File: src/logic/autoneg_cfg.svh
// offsets, field positions, reset values and timing for the autoneg bank
`ifndef AUTONEG_CFG_SVH
`define AUTONEG_CFG_SVH

`define REG_ID_HIGH 5'h02
`define REG_ID_LOW 5'h03
`define REG_ADVERT 5'h04
`define REG_PARTNER 5'h05
`define REG_EXPAND 5'h06
`define REG_NP_TX 5'h07
`define REG_NP_RX 5'h08

`define ADV_WMASK 16'hBFFF
`define ADV_SEL_RST 5'h01
`define NP_WMASK 16'hB7FF
`define NP_RST 16'h2001
`define NP_TOGGLE_BIT 11
`define EXP_PDF_BIT 4
`define EXP_LOCNP_BIT 2
`define EXP_PAGE_BIT 1

`define OP_READ 2'b10
`define OP_WRITE 2'b01
`define PRE_LEN 6'h20

`define CLK_PERIOD_PS 5000
`define SW_RST_TIME_NS 4000
`define SW_RST_CYC \
  ((`SW_RST_TIME_NS * 1000 + `CLK_PERIOD_PS - 1) / `CLK_PERIOD_PS)

`endif

File: src/logic/autoneg_pkg.sv
// types shared by the autoneg register bank
package autoneg_pkg;
  typedef enum logic [2:0] {
    ST_PRE = 3'b000,
    ST_HDR = 3'b001,
    ST_TA = 3'b010,
    ST_RD = 3'b011,
    ST_WR = 3'b100
  } mgmt_state_t;
endpackage

File: src/logic/pin_sync.sv
// two flip-flop synchroniser for pin inputs
`timescale 1ns/1ps
module pin_sync #(
  parameter int W = 1
) (
  input wire logic ref_clk,
  input wire logic [W-1:0] async_in,
  output logic [W-1:0] sync_out
);
  logic [W-1:0] meta_r;

  // no reset: straps must reach the defaults while the bank is held in reset
  // meta_r feeds only the second stage
  always_ff @(posedge ref_clk) begin
    meta_r <= async_in;
    sync_out <= meta_r;
  end
endmodule // pin_sync

File: src/logic/autoneg_ident_register_bank.sv
// autoneg and identification registers behind the serial management port
`timescale 1ns/1ps
`include "autoneg_cfg.svh"
module autoneg_ident_register_bank import autoneg_pkg::*; #(
  parameter logic [4:0] PHY_ADDR = 5'h00,
  // identity values below are arbitrary
  parameter logic [15:0] ORG_ID_HI = 16'h1C3B,
  parameter logic [5:0] ORG_ID_LO = 6'h2A,
  parameter logic [5:0] MODEL_ID = 6'h15,
  parameter logic [3:0] REVISION = 4'h3
) (
  input wire logic ref_clk,
  input wire logic srst,
  input wire logic mgmt_clk_pin,
  input wire logic mgmt_data_i,
  output logic mgmt_data_o,
  output logic mgmt_data_oe,
  input wire logic [5:0] config_strap_default,
  input wire logic soft_rst_req,
  input wire logic link_partner_base_valid,
  input wire logic [15:0] link_partner_base_page,
  input wire logic link_partner_np_valid,
  input wire logic [15:0] link_partner_next_page,
  input wire logic par_det_fault,
  input wire logic page_rx_live,
  input wire logic link_partner_np_able,
  input wire logic link_partner_an_able,
  input wire logic link_codeword_sent,
  input wire logic link_codeword_toggle,
  output logic [15:0] advert_word,
  output logic [15:0] np_tx_word,
  output logic mgmt_busy
);
  logic mdc_s;
  logic mdio_s;
  logic [5:0] strap_s;
  logic mdc_q_r;
  logic mdc_rise;
  mgmt_state_t state_r;
  logic [5:0] pre_cnt_r;
  logic [4:0] bit_cnt_r;
  logic [11:0] hdr_r;
  logic [12:0] hdr_full;
  logic hdr_ok;
  logic hdr_rd_hit;
  logic hdr_wr_hit;
  logic is_rd_r;
  logic [4:0] addr_r;
  logic [15:0] rd_shift_r;
  logic [15:0] wr_shift_r;
  logic wr_en;
  logic [15:0] wr_data;
  logic [15:0] rd_word;
  logic [15:0] adv_dflt;
  logic [15:0] partner_base_r;
  logic [15:0] partner_np_r;
  logic pdf_r;
  logic page_lat_r;
  logic [9:0] busy_cnt_r;
  logic def_load;
  logic exp_read;

  pin_sync #(
    .W(8)
  ) u_sync (
    .ref_clk(ref_clk),
    .async_in({mgmt_clk_pin, mgmt_data_i, config_strap_default}),
    .sync_out({mdc_s, mdio_s, strap_s})
  );

  // defaults are forced while reset or the soft reset window lasts
  assign def_load = srst | soft_rst_req | mgmt_busy;
  // pin clock idles low, so mdc_q_r resets low and no false edge follows
  assign mdc_rise = mdc_s & ~mdc_q_r;
  assign hdr_full = {hdr_r, mdio_s};
  assign hdr_ok = hdr_full[12] && (hdr_full[9:5] == PHY_ADDR);
  assign hdr_rd_hit = mdc_rise && (state_r == ST_HDR) &&
    (bit_cnt_r == 5'd12) && hdr_ok && (hdr_full[11:10] == `OP_READ);
  assign hdr_wr_hit = mdc_rise && (state_r == ST_HDR) &&
    (bit_cnt_r == 5'd12) && hdr_ok && (hdr_full[11:10] == `OP_WRITE);
  assign exp_read = hdr_rd_hit && (hdr_full[4:0] == `REG_EXPAND);
  assign wr_en = mdc_rise && (state_r == ST_WR) && (bit_cnt_r == 5'd15);
  assign wr_data = {wr_shift_r[14:0], mdio_s};
  assign adv_dflt = {4'h0, strap_s[5:4], 1'b0, strap_s[3:0], `ADV_SEL_RST};

  always_ff @(posedge ref_clk) begin
    if (srst) begin
      mdc_q_r <= 1'b0;
    end else begin
      mdc_q_r <= mdc_s;
    end
  end

  // soft reset window; accesses inside it are ignored
  always_ff @(posedge ref_clk) begin
    if (srst) begin
      mgmt_busy <= 1'b0;
      busy_cnt_r <= '0;
    end else if (soft_rst_req) begin
      mgmt_busy <= 1'b1;
      busy_cnt_r <= '0;
    end else if (mgmt_busy) begin
      if (busy_cnt_r == 10'(`SW_RST_CYC - 1)) begin
        mgmt_busy <= 1'b0;
      end
      busy_cnt_r <= busy_cnt_r + 10'd1;
    end
  end

  // frame engine, stepped on each rising edge of the management clock
  always_ff @(posedge ref_clk) begin
    if (def_load) begin
      state_r <= ST_PRE;
      pre_cnt_r <= '0;
      bit_cnt_r <= '0;
      hdr_r <= '0;
      is_rd_r <= 1'b0;
      addr_r <= '0;
      wr_shift_r <= '0;
      mgmt_data_o <= 1'b0;
      mgmt_data_oe <= 1'b0;
    end else if (mdc_rise) begin
      case (state_r)
        ST_PRE: begin
          if (mdio_s) begin
            if (pre_cnt_r != `PRE_LEN) begin
              pre_cnt_r <= pre_cnt_r + 6'd1;
            end
          end else begin
            if (pre_cnt_r == `PRE_LEN) begin
              state_r <= ST_HDR;
              bit_cnt_r <= '0;
            end
            pre_cnt_r <= '0;
          end
        end
        ST_HDR: begin
          hdr_r <= hdr_full[11:0];
          bit_cnt_r <= bit_cnt_r + 5'd1;
          if (bit_cnt_r == 5'd12) begin
            bit_cnt_r <= '0;
            addr_r <= hdr_full[4:0];
            is_rd_r <= hdr_rd_hit;
            // frames for another port or with a bad opcode are dropped
            state_r <= (hdr_rd_hit || hdr_wr_hit) ? ST_TA : ST_PRE;
          end
        end
        ST_TA: begin
          // reads take the line from the first turnaround bit
          if (is_rd_r) begin
            mgmt_data_oe <= 1'b1;
            mgmt_data_o <= 1'b0;
            state_r <= ST_RD;
            bit_cnt_r <= '0;
          end else if (bit_cnt_r == 5'd1) begin
            state_r <= ST_WR;
            bit_cnt_r <= '0;
          end else begin
            bit_cnt_r <= bit_cnt_r + 5'd1;
          end
        end
        ST_RD: begin
          if (bit_cnt_r == 5'd16) begin
            mgmt_data_oe <= 1'b0;
            mgmt_data_o <= 1'b0;
            state_r <= ST_PRE;
          end else begin
            mgmt_data_o <= rd_shift_r[15 - bit_cnt_r[3:0]];
            bit_cnt_r <= bit_cnt_r + 5'd1;
          end
        end
        ST_WR: begin
          wr_shift_r <= wr_data;
          bit_cnt_r <= bit_cnt_r + 5'd1;
          if (bit_cnt_r == 5'd15) begin
            state_r <= ST_PRE;
          end
        end
        default: begin
          state_r <= ST_PRE;
        end
      endcase
    end
  end

  always_comb begin
    case (hdr_full[4:0])
      `REG_ID_HIGH: rd_word = ORG_ID_HI;
      `REG_ID_LOW: rd_word = {ORG_ID_LO, MODEL_ID, REVISION};
      `REG_ADVERT: rd_word = advert_word;
      `REG_PARTNER: rd_word = partner_base_r;
      `REG_EXPAND: rd_word = {11'h000, pdf_r, link_partner_np_able,
        1'b1, page_lat_r, link_partner_an_able};
      `REG_NP_TX: rd_word = np_tx_word;
      `REG_NP_RX: rd_word = partner_np_r;
      default: rd_word = 16'h0000;
    endcase
  end

  // read data frozen at the end of the header
  always_ff @(posedge ref_clk) begin
    if (def_load) begin
      rd_shift_r <= '0;
    end else if (hdr_rd_hit) begin
      rd_shift_r <= rd_word;
    end
  end

  always_ff @(posedge ref_clk) begin
    if (def_load) begin
      advert_word <= adv_dflt;
    end else if (wr_en && addr_r == `REG_ADVERT) begin
      advert_word <= wr_data & `ADV_WMASK;
    end
  end

  // bit 11 follows sent codewords only; a port write leaves it alone
  always_ff @(posedge ref_clk) begin
    if (def_load) begin
      np_tx_word <= `NP_RST;
    end else begin
      if (wr_en && addr_r == `REG_NP_TX) begin
        np_tx_word <= (wr_data & `NP_WMASK) |
          (np_tx_word & ~`NP_WMASK);
      end
      if (link_codeword_sent) begin
        np_tx_word[`NP_TOGGLE_BIT] <= ~link_codeword_toggle;
      end
    end
  end

  always_ff @(posedge ref_clk) begin
    if (def_load) begin
      partner_base_r <= '0;
    end else if (link_partner_base_valid) begin
      partner_base_r <= link_partner_base_page;
    end
  end

  always_ff @(posedge ref_clk) begin
    if (def_load) begin
      partner_np_r <= '0;
    end else if (link_partner_np_valid) begin
      partner_np_r <= link_partner_next_page;
    end
  end

  // a fault in the read cycle wins over the read's clear
  always_ff @(posedge ref_clk) begin
    if (def_load) begin
      pdf_r <= 1'b0;
    end else if (par_det_fault) begin
      pdf_r <= 1'b1;
    end else if (exp_read) begin
      pdf_r <= 1'b0;
    end
  end

  // a drop of the live level wins over the read's restore
  always_ff @(posedge ref_clk) begin
    if (def_load) begin
      page_lat_r <= 1'b0;
    end else if (!page_rx_live) begin
      page_lat_r <= 1'b0;
    end else if (exp_read) begin
      page_lat_r <= 1'b1;
    end
  end
endmodule // autoneg_ident_register_bank

File: config.mk
export PLATFORM = sky130hd
export DESIGN_NAME = autoneg_ident_register_bank
export DESIGN_NICKNAME = d
export VERILOG_FILES = /design/src/logic/autoneg_pkg.sv /design/src/logic/pin_sync.sv /design/src/logic/autoneg_ident_register_bank.sv
export VERILOG_INCLUDE_DIRS = /design/src /design/src/logic
export SDC_FILE = /design/constraint.sdc
export NUM_CORES = 1
export LEC_CHECK = 0
export BUFFER_PORTS_ARGS = -buffer_cell sky130_fd_sc_hd__buf_2
export CORE_UTILIZATION = 54
export CTS_BUF_LIST = sky130_fd_sc_hd__clkbuf_8
export CTS_CLUSTER_SIZE = 40
export DETAILED_ROUTE_END_ITERATION = 8
export HOLD_SLACK_MARGIN = 0.06
export PLACE_DENSITY = 0.78
export REMOVE_ABC_BUFFERS = 1
export SLEW_MARGIN = 20
export SYNTH_ARGS = -nofsm -noshare
export SYNTH_HDL_FRONTEND = slang
export SYNTH_HIERARCHICAL = 1
export SYNTH_SLANG_ARGS = --single-unit
File: constraint.sdc
create_clock -name ref_clk -period 2.3 [get_ports ref_clk]
set_clock_uncertainty 0.1 [all_clocks]
set_input_delay 0.46 -clock ref_clk [delete_from_list [all_inputs] [get_ports ref_clk]]
set_output_delay 0.46 -clock ref_clk [all_outputs]
set_load 0.1 [all_outputs]
# Yosys cells after proc, flatten, opt, wreduce, memory -nomap -nowiden

Index checks and enable logic that the tools add are counted.

Register bits: 158
Input bits: 51
Output and inout port bits: 35
Word-level logic and storage cells: 131

$add $sub $neg: 4
$lt $le $gt $ge: 1
Equality and inequality tests: 31
Mux-type cells: 36
Bitwise operators: 7
Reduce and logical (&&, ||, !) cells: 29

Operator list:

| cell                  | number |
|---|---|
| $pmux 16 s7           | 1 |
| $mux 12               | 3 |
| $lt 32x5->1 const B   | 1 |
| $eq 5x3->1 const B    | 6 |
| $mux 5                | 6 |
| $pmux 5 s5            | 1 |
| $mux 3                | 7 |
| $or 16x15->16         | 1 |
| $eq 5x4->1 const B    | 3 |
| $pmux 3 s5            | 1 |
| $mux 6                | 2 |
| $ne 2x2->1 const B    | 6 |
| $logic_and 1x1->1     | 11 |
| $mux 1                | 11 |
| $add 10x1->10 const B | 1 |
| $eq 10x10->1 const B  | 1 |
| $eq 5x2->1 const B    | 2 |
| $reduce_and 3->1      | 3 |
| $reduce_bool 2->1     | 4 |
| $reduce_and 7->1      | 1 |
| $add 6x1->6 const B   | 1 |
| $eq 3x2->1 const B    | 2 |
| $eq 6x6->1 const B    | 1 |
| $ne 6x6->1 const B    | 1 |
| 24 further kinds      | 31 |

# Longest topological paths before layout

Word-level depth: 10
Depth in mapped cells: 9
Mapped depth without buffers: 8

# By module

The synthesis kept the hierarchy.

Modules (own cells, without submodules):

| module                      | times used | cells an instance | area an instance (sq um) | seq. area each (sq um) |
|---|---|---|---|---|
| autoneg_ident_register_bank | 1          | 678               | 6223.5                   | 2882.8 |
| pin_sync                    | 1          | 16                | 320.3                    | 320.3 |

# Worst setup path before layout

OpenSTA, ideal clock, no wires.

Path kind: register to register
Start point: reg bit_cnt_r[2]
End point: reg advert_word[10], enable pin
Library setup time: 0.318 ns
Arrival time: 2.073 ns
Required time: 1.882 ns
Path slack: -0.191 ns
Stages on the path, launching flop included: 8
Buffers on the path: 2
Clock period less this slack: 2.491 ns
Path through: dfxtp_1 -> clkbuf_1 -> and3_1 -> ha_1 -> nor4bb_1 -> nand3_1 -> clkbuf_1 -> nand2_1

Word-level cells in the longest chain between the ends: 4

RTL lines:

| what                        | line                               | RTL |
|---|---|---|
| from (decl)                 | autoneg_ident_register_bank.sv:41  | `logic [4:0] bit_cnt_r;` |
| from (signal assigned)      | autoneg_ident_register_bank.sv:139 | `bit_cnt_r <= bit_cnt_r + 5'd1;` |
| from (signal assigned)      | autoneg_ident_register_bank.sv:159 | `bit_cnt_r <= bit_cnt_r + 5'd1;` |
| from (signal assigned)      | autoneg_ident_register_bank.sv:169 | `bit_cnt_r <= bit_cnt_r + 5'd1;` |
| $eq 5x4->1                  | autoneg_ident_register_bank.sv:82  | `assign wr_en = mdc_rise && (state_r == ST_WR) && (bit_cnt_r == 5'd15);` |
| $logic_and 1x1->1           | autoneg_ident_register_bank.sv:82  |  |
| $logic_and 1x1->1 (no line) | --                                 |  |
| $reduce_bool 2->1 (no line) | --                                 |  |
| to (signal assigned)        | autoneg_ident_register_bank.sv:211 | `advert_word <= adv_dflt;` |
| to (signal assigned)        | autoneg_ident_register_bank.sv:213 | `` advert_word <= wr_data & `ADV_WMASK; `` |
| to (decl)                   | autoneg_ident_register_bank.sv:30  | `output logic [15:0] advert_word,` |

Every way passes these cells.
A chain may end at the register's enable or synchronous reset.

# Worst setup path in the final report

Start point: reg hdr_r[2]
End point: reg rd_shift_r[2]

Word-level cells in the longest chain between the ends: 2
Elaborated cells on any way between the ends: 8
Those cells by class: 7 x eq/ne; 1 x mux

RTL lines:

| what                                     | line                               | RTL |
|---|---|---|
| from (decl)                              | autoneg_ident_register_bank.sv:42  | `logic [11:0] hdr_r;` |
| from (signal assigned)                   | autoneg_ident_register_bank.sv:138 | `hdr_r <= hdr_full[11:0];` |
| $eq 5x4->1, or another cell as far along | autoneg_ident_register_bank.sv:187 | `case (hdr_full[4:0])` |
| $pmux 16 s7 (*)                          | autoneg_ident_register_bank.sv:187 |  |
| to (signal assigned)                     | autoneg_ident_register_bank.sv:205 | `rd_shift_r <= rd_word;` |
| to (decl)                                | autoneg_ident_register_bank.sv:49  | `logic [15:0] rd_shift_r;` |

Every way passes the cells marked *; elsewhere a longest branch is shown, timed or not.

==> results.py <==
metrics = {
    "finish": {
        "fin_nets": 851,
        "antenna_cells": 0,
        "fin_area_um2": 7720,
        "drive_gt1_share_pct": 20.1,
        "fillers": 896,
        "fin_util_pct": 66.5,
        "area_growth_pct": 18.0,
        "instances_no_fill": 949,
    },
    "clock_network": {
        "clock_latency_ps": 460,
        "cts_setup_buffers": 0,
        "htree_levels": 4,
        "cts-buffers-inserted": 17,
        "cts-root-buf": "clkbuf_8",
        "clock-sinks": 157,
        "clockBufferDepth": 2,
        "clk_pin_slew_ps": 80,
        "cts_tree": "built",
    },
    "placed_design": {
        "dp_hpwl_mm": 11.9,
        "port_buffers": 83,
        "gp_congestion": 0.854,
        "dp_cells": 907,
        "place_area_um2": 7220,
    },
    "sta": {
        "tns_ps": 0,
        "rsz0062_at_grt": "false",
        "layout_min_cycle_time_ps": 2160,
        "hold_violations": 0,
        "fin_crit_sh_pct": 94.0,
        "holdWs_ps": 119,
        "maxSlewHeadroom_pct": 59.4,
        "worstMarginPinSlew_ps": 608,
        "drv_slew": 0,
        "setup_violations": 0,
        "clock.fmax_ghz": 0.463,
    },
    "route": {
        "ant_nets": 0,
        "drtPass1Iterations": 7,
        "post_drt_wl_per_cell_um": 17.4,
        "first_iter_violations": 392,
        "viasPerCell": 5.88,
        "drc": 1,
        "num_vias": 5576,
        "routed_wl_mm": 16.6,
    },
    "die": {
        "pin_count": 86,
        "die_x_um": 112,
        "die_area_um2": 12600,
        "die_height_um": 112,
        "rows": 39,
        "core_um2": 11600,
        "start_util_pct": 56.3,
    },
    "power_and_ir_drop": {
        "power.leakage_nw": 3.13,
        "ir_worst_vdd_v": 0.000669,
        "power_density_nw_per_um2": 654,
    },
    "worst_setup_path": {
        "endpoint_kind": "flop",
        "worst-setup-path-type": "flop to flop",
        "cp-start-kind": "flop",
        "worstPathArrival_ps": 2390,
        "worstPathMaxFanout": 9,
        "cp.required_ps": 2530,
    },
    "synth": {
        "synth_top_area_cell": "dfxtp_1",
        "syn_area_um2": 6540,
        "synth_enable_flop_cells": 6,
        "yosys_warnings": 6,
        "yosysSeqAreaShare_pct": 48.9,
        "synth_cell_type_count": 66,
        "synthCells": 694,
        "synth_area_leaders": "dfxtp_1 46%, mux2i_1 11%, nor2_1 6.5%",
        "yosysMostFrequentCell": "dfxtp_1",
        "synth_top_area_share_pct": 46.2,
        "synth_common_cells": "151 x dfxtp_1, 113 x nor2_1, 71 x mux2i_1",
        "async_flop_share_pct": 0,
        "synth_seq_cells": 157,
        "avgSynthCellArea_um2": 9.43,
        "synth-main-ff-cell": "dfxtp_1",
    },
    "run_status": {
        "violations": "design-rule violations",
        "status": "finished with violations",
    },
    "global_route": {
        "track_usage_pct": 27.3,
        "grt-ovfl-total": 0,
        "grt_pass1_vias": 5427,
        "grt_max_degree": 54,
        "grt_pass1_wl_mm": 26.6,
        "antenna_found_initial": 0,
    },
    "worst_hold_path": {
        "min_path_type": "input pin to flop",
    },
    "flow_run": {
        "cap_violations": 0,
    },
}
==> cell families (layout without fill, tap and decap cells) <==
kind of cell    Yosys count  count (layout)  share of synthesized area (%)
fa+ha+maj                 7               7                           1.34
xor+xnor                 16              16                           2.14
simple gates            254             254                           18.5
buf+inv                  58             169                           3.77
flops                   157             157                           48.9
mux                      75              75                           12.1
compound gates          126             126                           13.2
other cells               1               2                         0.0573
==> cells in the final DEF, fill, tap and decap left out, types with 13 or more instances in the layout <==
cell,count
nand2_1,65
nor2_1,113
nand3_1,14
buf_4,30
a21oi_1,41
dfxtp_1,149
o21ai_1,13
o2bb2ai_1,17
clkbuf_8,19
inv_1,15
mux2i_1,71
buf_2,83
==> final timing paths <==
path | startpoint | end | slack (ps) | cells past startpoint
setup / recovery | hdr_r[2]$_SDFFE_PP0N_ | rd_shift_r[2]$_SDFFE_PP0N_ | 140 | 6
hold / removal | srst | mdc_q_r$_SDFF_PP0_ | 120 | 2
setup reg to reg | hdr_r[2]$_SDFFE_PP0N_ | rd_shift_r[2]$_SDFFE_PP0N_ | 140 | 6
hold reg to reg | u_sync/meta_r[3]$_DFF_P_ | u_sync/sync_out[3]$_DFF_P_ | 230 | 0
==> metrics by stage <==
stage	power [mW]	setup slack (ps)
floorplan	3.07	-1090
global placement	3.19	-3.50
detailed placement	3.20	-59.5
CTS	5.08	10.6
global route	5.22	12.4
finish	5.05	139
==> worst max-delay path, stage by stage (launching register included) <==
cell and delay, ps:
dfxtp_1 500, and4bb_1 270, buf_4 160, a21o_1 170, a222oi_1 250, a21boi_0 470
o2bb2ai_1 110
==> per-layer routing <==
metal / track usage [%] / vias to the layer above / part of all wire [%]
met4: 12.2 / 0 / 2.9
met2: 47.1 / 234 / 50
met3: 5.94 / 40 / 5.7
met5: 0 / - / 0
met1: 32.7 / 2672 / 42
li1: - / 2630 / -
==> sequential cells by signal (all words and copies together), names as in the netlist, 10 cells and up <==
register        flops
wr_shift_r         15
advert_word        15
partner_np_r       16
np_tx_word         15
hdr_r              12
partner_base_r     16
rd_shift_r         16
busy_cnt_r         10
==> power by group <==
group / internal [mW] / leakage (nW) / switching (mW) / total, mW
combinational: 0.108 / 1.65 / 0.230 / 0.338
sequential: 2.78 / 1.29 / 0.0323 / 2.81
clock: 0.897 / 0.189 / 1.00 / 1.90
==> layout make-up <==
| cell class | count | area, µm² | area share (%) |
|---|---|---|---|
| clock inverters | 13 | 106 | 1.38 |
| clock buffers | 19 | 262 | 3.39 |
| inverters | 11 | 41.3 | 0.535 |
| flip-flops and latches | 157 | 3210 | 41.5 |
| multi-input cells | 480 | 3130 | 40.6 |
| well taps | 143 | 179 | 2.32 |
| repair buffers | 126 | 792 | 10.3 |
==> what timing repair did <==
action | CTS | global route
gates resized for setup | 2 | 6
cloned | 0 | 0
endpoints found under the hold margin | 9 | 1
endpoints found under the setup margin | 14 | 23
hold buffers | 9 | 1
pin swaps | 0 | 1
Note: power is estimated with default switching activity, not from simulation.
